**config.mk**
```make
export PLATFORM = sky130hd
export DESIGN_NAME = brc_top
export DESIGN_NICKNAME = d
export VERILOG_FILES = /design/src/common/brc_pkg.sv /design/src/verilog/brc_sync.sv /design/src/verilog/brc_top.sv
export SDC_FILE = /design/constraint.sdc
export NUM_CORES = 1
export LEC_CHECK = 0
export BUFFER_PORTS_ARGS = -buffer_cell sky130_fd_sc_hd__buf_2
export CAP_MARGIN = 25
export CORE_ASPECT_RATIO = 0.5
export CORE_MARGIN = 5
export CORE_UTILIZATION = 25
export DETAILED_ROUTE_END_ITERATION = 10
export SETUP_SLACK_MARGIN = 0.02
export SYNTH_ARGS = -nofsm -noshare
export SYNTH_HDL_FRONTEND = slang
export SYNTH_SLANG_ARGS = --single-unit
export TNS_END_PERCENT = 50
```
**constraint.sdc**
```tcl
create_clock -name clock -period 2.32 [get_ports clock]
set_input_delay 0.116 -clock clock [delete_from_list [all_inputs] [get_ports clock]]
set_output_delay 0.116 -clock clock [all_outputs]
set_load 0.02 [all_outputs]
```
**src/common/brc_pkg.sv**
```systemverilog
// Constants and carrier types for the board reset control block.
// Assumes a single 250 MHz clock and synchronous active-high reset.
// Contract
// - Watch panel, bridge, I/O and processor reset sources; sequence all resets.
// - Perform power-up reset when power is first applied.
// - Assert panel power-good 30 to 40 ms after supply power-good.
// - Panel hard reset goes to bridge via power microcontroller, not buses.
// - Any hard reset asserts both ISA bus reset and PCI reset.
// - ISA bus reset resets ISA subsystem; PCI reset resets PCI bus.
// - Host bridge passes PCI reset on to reset the processors.
// - Keyboard and chipset soft resets merge into one processor init.
package brc_pkg;
  localparam int unsigned CLK_MHZ        = 250;
  localparam int unsigned PG_DELAY_MS    = 30;
  localparam int unsigned PG_MAX_MS      = 40;
  // Least time rounds up; exact here
  localparam int unsigned PG_DELAY_CYC   = PG_DELAY_MS * 1000 * CLK_MHZ;
  localparam int unsigned HARD_RST_MS    = 1;
  localparam int unsigned HARD_RST_CYC   = HARD_RST_MS * 1000 * CLK_MHZ;
  localparam int unsigned CNT_W          = 24;

  typedef enum logic [1:0] {
    BRC_OFF     = 2'b00,
    BRC_WAIT_PG = 2'b01,
    BRC_RUN     = 2'b10,
    BRC_HARD    = 2'b11
  } brc_state_t;

  typedef struct packed {
    logic isa_bus_reset;
    logic pci_reset;
    logic cpu_reset;
  } brc_hard_t;
endpackage : brc_pkg

```
**src/verilog/brc_sync.sv**
```systemverilog
// Two-flop synchroniser for a vector of board pins.
// Assumes inputs are asynchronous to clock.
`timescale 1ns/1ns
module brc_sync
  import brc_pkg::*;
#(
  parameter int unsigned W   = 1,
  parameter logic [W-1:0] INIT = '0
)(
  input  wire logic         clock,
  input  wire logic         rst,
  input  wire logic [W-1:0] async_in,
  output logic      [W-1:0] sync_out
);
  logic [W-1:0] meta_reg;

  always_ff @(posedge clock)
  begin
    if (rst)
    begin
      meta_reg <= INIT;
      sync_out <= INIT;
    end
    else
    begin
      meta_reg <= async_in;
      sync_out <= meta_reg;
    end
  end
endmodule : brc_sync

```
**src/verilog/brc_top.sv**
```systemverilog
// Board reset sequencer: power-good delay, hard reset fan-out, soft merge.
// Assumes all request pins are asynchronous and active low.
`timescale 1ns/1ns
module brc_top
  import brc_pkg::*;
#(
  parameter int unsigned PG_CYC   = PG_DELAY_CYC,
  parameter int unsigned HARD_CYC = HARD_RST_CYC
)(
  input  wire logic clock,
  input  wire logic rst,
  input  wire logic supply_pwr_good,
  input  wire logic panel_reset_req_n,
  input  wire logic sw_hard_reset_req_n,
  input  wire logic kbd_soft_reset_req_n,
  input  wire logic chip_init_req_n,
  output logic      front_panel_controller_pwr_good,
  output logic      bridge_hard_req_n,
  output logic      isa_bus_reset,
  output logic      pci_reset_n,
  output logic      cpu_reset_n,
  output logic      cpu_init_n
);
  logic [4:0] pins_s;
  brc_state_t state_reg;
  brc_state_t state_next;
  logic [CNT_W-1:0] cnt_reg;
  logic [CNT_W-1:0] cnt_next;
  logic pg_s;
  logic panel_s;
  logic sw_s;
  logic kbd_s;
  logic init_s;
  logic hard_req;
  logic in_reset;
  logic [CNT_W-1:0] pg_age_reg;
  logic [CNT_W-1:0] quiet_reg;
  // Latest legal power-good point, scaled with the delay count
  localparam int unsigned PG_MAX_CYC = PG_CYC * PG_MAX_MS / PG_DELAY_MS;

  // Pins cross into the clock domain; requests idle high
  brc_sync #(.W(5), .INIT(5'h1e)) u_sync (
    .clock    (clock),
    .rst      (rst),
    .async_in ({chip_init_req_n, kbd_soft_reset_req_n, sw_hard_reset_req_n,
                panel_reset_req_n, supply_pwr_good}),
    .sync_out (pins_s)
  );

  assign pg_s    = pins_s[0];
  assign panel_s = pins_s[1];
  assign sw_s    = pins_s[2];
  assign kbd_s   = pins_s[3];
  assign init_s  = pins_s[4];

  assign bridge_hard_req_n = panel_s;
  assign hard_req = !panel_s || !sw_s;

  always_comb
  begin
    state_next = state_reg;
    cnt_next   = cnt_reg;
    unique case (state_reg)
      BRC_OFF:
      begin
        cnt_next = '0;
        if (pg_s)
          state_next = BRC_WAIT_PG;
      end
      BRC_WAIT_PG:
      begin
        cnt_next = cnt_reg + 1'b1;
        if (!pg_s)
          state_next = BRC_OFF;
        else if (cnt_reg == CNT_W'(PG_CYC - 1))
        begin
          state_next = BRC_RUN;
          cnt_next   = '0;
        end
      end
      BRC_RUN:
      begin
        cnt_next = '0;
        if (!pg_s)
          state_next = BRC_OFF;
        else if (hard_req)
          state_next = BRC_HARD;
      end
      BRC_HARD:
      begin
        // Held while the request stays, then a minimum pulse
        cnt_next = hard_req ? '0 : cnt_reg + 1'b1;
        if (!pg_s)
          state_next = BRC_OFF;
        else if (!hard_req && cnt_reg == CNT_W'(HARD_CYC - 1))
          state_next = BRC_RUN;
      end
    endcase
  end

  always_ff @(posedge clock)
  begin
    if (rst)
    begin
      state_reg <= BRC_OFF;
      cnt_reg   <= '0;
    end
    else
    begin
      state_reg <= state_next;
      cnt_reg   <= cnt_next;
    end
  end

  assign in_reset = (state_reg != BRC_RUN);

  always_ff @(posedge clock)
  begin
    if (rst)
    begin
      front_panel_controller_pwr_good <= 1'b0;
      isa_bus_reset                   <= 1'b1;
      pci_reset_n                     <= 1'b0;
      cpu_reset_n                     <= 1'b0;
      cpu_init_n                      <= 1'b1;
    end
    else
    begin
      front_panel_controller_pwr_good <= (state_next == BRC_RUN) || (state_next == BRC_HARD);
      isa_bus_reset <= (state_next != BRC_RUN);
      pci_reset_n   <= (state_next == BRC_RUN);
      cpu_reset_n   <= pci_reset_n;
      cpu_init_n    <= kbd_s && init_s;
    end
  end

  // Helper: cycles the synced supply has been good, saturating
  always_ff @(posedge clock)
  begin
    if (rst || !pg_s)
      pg_age_reg <= '0;
    else if (pg_age_reg != '1)
      pg_age_reg <= pg_age_reg + 1'b1;
  end

  // Helper: cycles since the last hard request, saturating
  always_ff @(posedge clock)
  begin
    if (rst || hard_req)
      quiet_reg <= '0;
    else if (quiet_reg != '1)
      quiet_reg <= quiet_reg + 1'b1;
  end
endmodule : brc_top

```
==> results.toml, run 1 <==
[min_path]
whs_path_depth = 2
hold_class = "input port to register"

[cells_and_area]
drive_above_1_share_pct = 20.7
nets = 191
largest_register_ffs = 24
final_util_pct = 31.5
final_cells = 272
diodes = 0
fillers = 643
syn_to_final_growth_pct = 21.4

[critical_path]
crit_path_start = "cnt_reg[0]"
worst_ep_required_time_ns = 2.49
r2r.worst_path.cells = 6
cp_max_fo = 4
r2r_slack_ns = 0.37
critPathArrivalTime_ns = 2.12
worstSetupEndpoint = "isa_bus_reset"
rr_endpoint = "isa_bus_reset"
reg2reg_from = "cnt_reg[0]"
worstSetupStartpointType = "register"
end_kind = "register"
critPathKind = "register to register"

[die]
io_pins = 13
core_region_area_sq_um = 6110
start_util_pct = 25.9
rows = 20
die_h_um = 66.3
dieArea_sq_um = 8120
die_x_um = 123

[timing]
max_freq_mhz = 513
hold_slack_ns = 0.00855
fin_skew_ns = 0.00173
fin_setup_tns_ns = 0
finalCritPeriodShare_pct = 84.1
setup_violations = 0
slew_headroom_pct = 68.2
drv_slew = 0
post-route-min-period_ns = 1.95
tightest_slew_ns = 0.475
fin_ws_ns = 0.370
final-hold-violation-count = 0
rsz0062_at_grt = "no"

[detailed_routing]
wirelength_mm = 2.74
wl_met2_mm = 1.18
final_antenna_net_count = 0
first_iter_violations = 117
highest_layer = "met4"
detail_route.wl_per_cell_um = 10.1
viasPerCell = 4.20
routedLengthMet1_mm = 1.36
drc = 0
via_count = 1142
drt_first_pass_iters = 4
dr_wl_met3_um = 129

[synth]
syn_inst = 165
ys_seq_area_share_pct = 50.6
synth_top_family_by_area = "simple AND/OR/NAND/NOR gates"
synth_compound_area_share_pct = 1.90
yosysUniqueCellTypes = 34
syn_area_sq_um = 1580
synthMuxAreaShare_pct = 0
synth_fa_ha_area_share_pct = 0.791
syn_avg_cell_area_sq_um = 9.59
synth_xor_area_share_pct = 12.2
synth_simple_gate_area_share_pct = 31.9
ys_warn_count = 0
ys_ff_latch = 40
synth_nets = 173

[cts]
path_clk_slew_ns = 0.06
postCtsHoldBufs = 0
cts_tree = "built"
postCtsResizedCells = 0
cts_root_buf = "clkbuf_16"
htreeDepth = 2
clock_latency_ns = 0.28
cts_buffers = 5
clock_sinks = 40
ctsLongestPathBuffers = 2
post-cts-setup-buffers = 0

[pwr]
p_per_area_nw_per_um2 = 795
irDropWorstVdd_v = 0.000581
p_leak_nw = 0.617

[global_routing]
grt_pass1_vias = 1061
grt_pass1_wl_mm = 4.80
grt_max_degree = 25
overflow = 0
antenna_found_initial = 0
grt.total_usage_pct = 7.70

[placed_design]
dp.cells = 263
pre_cts_ws_ns = 0.376
place_hpwl_mm = 1.93
portBuffers = 12
place.gp.congestion = 0.780

[run]
cap_viol_max_count = 0

[run_status]
status = "completed"
## where the power goes
part	switching (mW)	leakage, nW	internal, mW
clock	0.268	0.0871	0.538
sequential	0.00294	0.325	0.697
combinational	0.0103	0.205	0.0124
## logic make-up (layout without fill, tap and decap cells)
group,after synthesis,count (layout)
xor gates and xnor gates,22,22
AOI/OAI and AO/OA,4,4
and+or+nand+nor,91,91
DFF,40,40
adders and majority gates,1,1
buffers and inverters,7,26
## how the worst min path moves through the flow
| stage | end | startpoint | slack (ns) |
|---|---|---|---|
| after floorplan | u_sync.meta_reg[0] | rst | 0.19 |
| after global placement | u_sync.meta_reg[2] | sw_hard_reset_req_n | 0.30 |
| after detailed placement | u_sync.meta_reg[4] | chip_init_req_n | 0.30 |
| after CTS | u_sync.meta_reg[4] | chip_init_req_n | 0.004 |
| after global routing | u_sync.meta_reg[3] | kbd_soft_reset_req_n | 0.002 |
| final | u_sync.meta_reg[4] | chip_init_req_n | 0.009 |
## worst max-delay path: stages (launching register included)
cell	delay (ns)
dfxtp_1	0.37
ha_1	0.23
nand3_2	0.12
or4b_1	0.49
nor4_1	0.27
a311oi_1	0.12
or2_1	0.24
## synth_stat cells (all sizes together)
master / number / area, sq um
nor3: 1 / 10.0
or4b: 1 / 10.0
nor3b: 1 / 7.51
and3: 1 / 6.26
xnor2: 8 / 70.1
buf: 2 / 22.5
a311oi: 1 / 8.76
clkbuf: 1 / 3.75
nor4: 6 / 50.0
ha: 1 / 12.5
nand4: 10 / 62.6
and4: 1 / 8.76
or3: 1 / 6.26
nor2: 33 / 129
nand4b: 1 / 8.76
nand2: 8 / 30.0
a31o: 1 / 8.76
inv: 4 / 15.0
or2: 10 / 62.6
and2: 1 / 6.26
xor2: 14 / 123
nor2b: 4 / 25.0
dfxtp: 40 / 801
nand3: 8 / 45.0
a21o: 1 / 7.51
a21oi: 1 / 5.00
nand3b: 1 / 7.51
nor4b: 2 / 23.8
nand2b: 1 / 6.26
## layout by cell type (no fill, tap or decap), types with 2 or more instances in the layout
master	instances
nand3_1	7
clkbuf_16	5
nor2_2	2
buf_2	12
nor2b_1	4
nor4_1	4
dfxtp_1	40
xnor2_1	8
nor4_2	2
inv_1	4
nand2_1	8
nor2_1	31
xor2_1	14
nand4_1	10
or2_2	9
## metrics by stage
stage                     power, mW  instance area (sq um)
after floorplan               0.728                   1580
after global placement        0.736                   1730
after detailed placement      0.737                   1730
after CTS                      1.54                   1910
after global routing           1.58                   1920
final                          1.53                   1920
## per-layer routing
metal  GRT usage, %  up-vias
met5              0        -
met4           5.02        0
met2           11.6       19
met1           9.17      516
li1               -      597
met3           2.91       10
## layout make-up
type,count,area (sq um),share of cell area (%)
flip-flops and latches,40,801,41.7
repair buffers,14,77.6,4.04
clock inverters,2,38.8,2.02
multi-input cells,118,741,38.5
clock buffers,6,139,7.23
inverters,4,15.0,0.781
well taps,88,110,5.73
Power figures use the tool's default switching activity.
==> inputs of run 2 (changes only) <==
--- a/config.mk
+++ b/config.mk
@@ -5,6 +5,7 @@
 export SDC_FILE = /design/constraint.sdc
 export NUM_CORES = 1
 export LEC_CHECK = 0
+export ABC_AREA = 1
 export BUFFER_PORTS_ARGS = -buffer_cell sky130_fd_sc_hd__buf_2
 export CAP_MARGIN = 25
 export CORE_ASPECT_RATIO = 0.5
==> constraint.sdc (replaced) <==
create_clock -name clock -period 1.7 [get_ports clock]
set_input_delay 0.085 -clock clock [delete_from_list [all_inputs] [get_ports clock]]
set_output_delay 0.085 -clock clock [all_outputs]
set_load 0.02 [all_outputs]
==> run 2 against run 1 <==
Net effect: count of clock-buffer cells in the layout shrank 1; largest cell class is now multi-input gates; cell count grew 40%; clock power grew 33%; fmax grew 30%; sequential cell count is the same; core utilization is essentially flat; combinational power grew 140%; synthesized area grew 15%; wire length grew 36%; total power grew 36%.
==> results.toml, run 2 <==
[placed_design]
place_hpwl_mm = 2.80
place_area_sq_um = 2030
portBuffers = 12
place.gp.congestion = 0.877

[synth]
synth_flop_cell = "dfxtp_1"
syn_avg_cell_area_sq_um = 7.05
syn_area_sq_um = 1820
yosys.area.top_type_share_pct = 44.0
yosysUniqueCellTypes = 19
ys_async_sr_fraction_pct = 0
yosysMostFrequentCell = "nor2_1"
syn_inst = 258
synth_edf_count = 0
ys_seq_area_share_pct = 44.0
synthTopCellsByCount = "66 x nor2_1, 57 x nand2_1, 40 x dfxtp_1"
synth_area_leaders = "dfxtp_1 44%, nor2_1 14%, nand2_1 12%"
ys_ff_latch = 40
ys_warn_count = 0
yosysTopAreaCell = "dfxtp_1"
synth_nets = 266

[die]
die_x_um = 131
io_pins = 13
dieArea_sq_um = 9180
rows = 22
start_util_pct = 25.2
core_region_area_sq_um = 7210
die_h_um = 70.3

[critical_path]
end_kind = "register"
worstSetupStartpointType = "register"
critPathArrivalTime_ns = 1.68
worst_ep_required_time_ns = 1.88
cp_max_fo = 20
reg2reg_from = "cnt_reg[0]"
critPathKind = "register to register"
crit_path_start = "cnt_reg[0]"

[cells_and_area]
final_util_pct = 31.5
seqCellArea_sq_um = 805
diodes = 0
largest_register_ffs = 24
fin_area_sq_um = 2270
mostFrequentLayoutCells = "62 x nor2_1, 56 x nand2_1, 37 x dfxtp_1"
mostFrequentLayoutCell = "nor2_1"
multi_input_area_sq_um = 886
nets = 293
drive_above_1_share_pct = 17.5
syn_to_final_growth_pct = 24.8
fillers = 778

[timing]
drv_slew = 0
hold_slack_ns = 0.0131
fin_skew_ns = 0.00328
fin_setup_tns_ns = 0
final-hold-violation-count = 0
rsz0062_at_grt = "no"
slew_headroom_pct = 75.6
max_freq_mhz = 666
setup_violations = 0
finalCritPeriodShare_pct = 88.3
post-route-min-period_ns = 1.50
tightest_slew_ns = 0.365

[global_routing]
grt_max_degree = 21
grt.total_usage_pct = 9.05
grt_pass1_wl_mm = 6.65
overflow = 0
antenna_found_initial = 0
grt_pass1_vias = 1477

[pwr]
p_sw_share_pct = 19.6
irDropWorstVdd_v = 0.000538
p_comb_share_pct = 2.6
internal_power_mw = 1.67
p_leak_nw = 0.838
p_sw_mw = 0.408
p_per_area_nw_per_um2 = 918
p_clk_share_pct = 51.5
sequentialPowerShare_pct = 45.9

[cts]
clock_latency_ns = 0.28
clock_sinks = 40
ctsLongestPathBuffers = 2
cts_tree = "built"
cts_root_buf = "clkbuf_16"
htreeDepth = 2
path_clk_slew_ns = 0.06
cts_buffers = 5

[detailed_routing]
wirelength_mm = 3.74
viasPerCell = 4.12
first_iter_violations = 106
via_count = 1573
final_antenna_net_count = 0
drc = 0
drt_first_pass_iters = 4
detail_route.wl_per_cell_um = 9.78

[min_path]
hold_class = "input port to register"
hold_start = "supply_pwr_good"

[run]
cap_viol_max_count = 0

[run_status]
status = "completed"
[run 2: cell count changes after synthesis, sizes merged, moves of 4 or more]
cell	change
nand3	+9
xor2	-5
nand4	-4
inv	+24
nor2b	-4
nand2	+51
nor4	-6
nor2	+35
a21oi	+4
[run 2: cells by family after synthesis]
| logic type | after synthesis | share of synthesized area, % |
|---|---|---|
| and+or+nand+nor | 162 | 37.9 |
| AOI/OAI and AO/OA | 8 | 2.55 |
| buffers and inverters | 33 | 8.05 |
| xor gates and xnor gates | 14 | 6.74 |
| adders and majority gates | 1 | 0.688 |
| DFF | 40 | 44.0 |
[run 2: what timing repair did]
item                       in CTS  in global routing
hold buffers                    4                  0
setup endpoints to repair       0                 24
setup buffers                   0                  1
resized for setup               0                  9
hold endpoints to repair        4                  0
[run 2: final timing paths]
kind | end | slack (ns) | depth (start not counted)
worst min register to register | u_sync.sync_out[0] | 0.40 | 2
worst max register to register | cnt_reg[18] | 0.20 | 9
worst max-delay path | cnt_reg[18] | 0.20 | 9
worst min-delay path | u_sync.meta_reg[0] | 0.01 | 3
[run 2: power groups by stage]
| stage | Clock [mW] | Sequential [mW] | Combinational [mW] |
|---|---|---|---|
| global route | 1.15 | 0.956 | 0.0621 |
| CTS | 1.09 | 0.954 | 0.0552 |
| finish | 1.07 | 0.955 | 0.0547 |
| detailed placement | 0 | 0.975 | 0.0481 |
| global placement | 0 | 0.975 | 0.0480 |
| floorplan | 0 | 0.977 | 0.0291 |
[run 2: worst max-delay path, stage by stage (launching register included)]
cell and delay, ns:
dfxtp_2 0.34, ha_2 0.20, nand4_1 0.15, nor2_2 0.16
nand3_1 0.10, nand2_2 0.10, nand2_2 0.06, nand2_2 0.08
buf_12 0.15, nor2_1 0.06
[run 2: metal layers]
layer / vias up / GRT usage [%] / part of all wire [%]
li1: 846 / - / -
met1: 695 / 11.9 / 49
met2: 30 / 14.2 / 45
met3: 2 / 2.98 / 5.1
met4: 0 / 2.39 / 0.67
met5: - / 0 / 0
[run 2: per-stage QoR]
stage	setup WS (ns)	power, mW	cells
6_report	0.198	2.08	382
4_1_cts	0.101	2.10	381
3_5_place_dp	0.121	1.02	369
2_1_floorplan	0.291	1.01	258
5_1_grt	0.0390	2.16	382
3_3_place_gp	0.156	1.02	369
[run 2: final cells by class]
cell class | instances | area share (%)
inverter | 28 | 4.63
multi-input combinational | 185 | 39.1
sequential | 40 | 35.5
tap | 96 | 5.30
clock inverter | 3 | 2.10
timing repair buffer | 25 | 7.94
clock buffer | 5 | 5.52
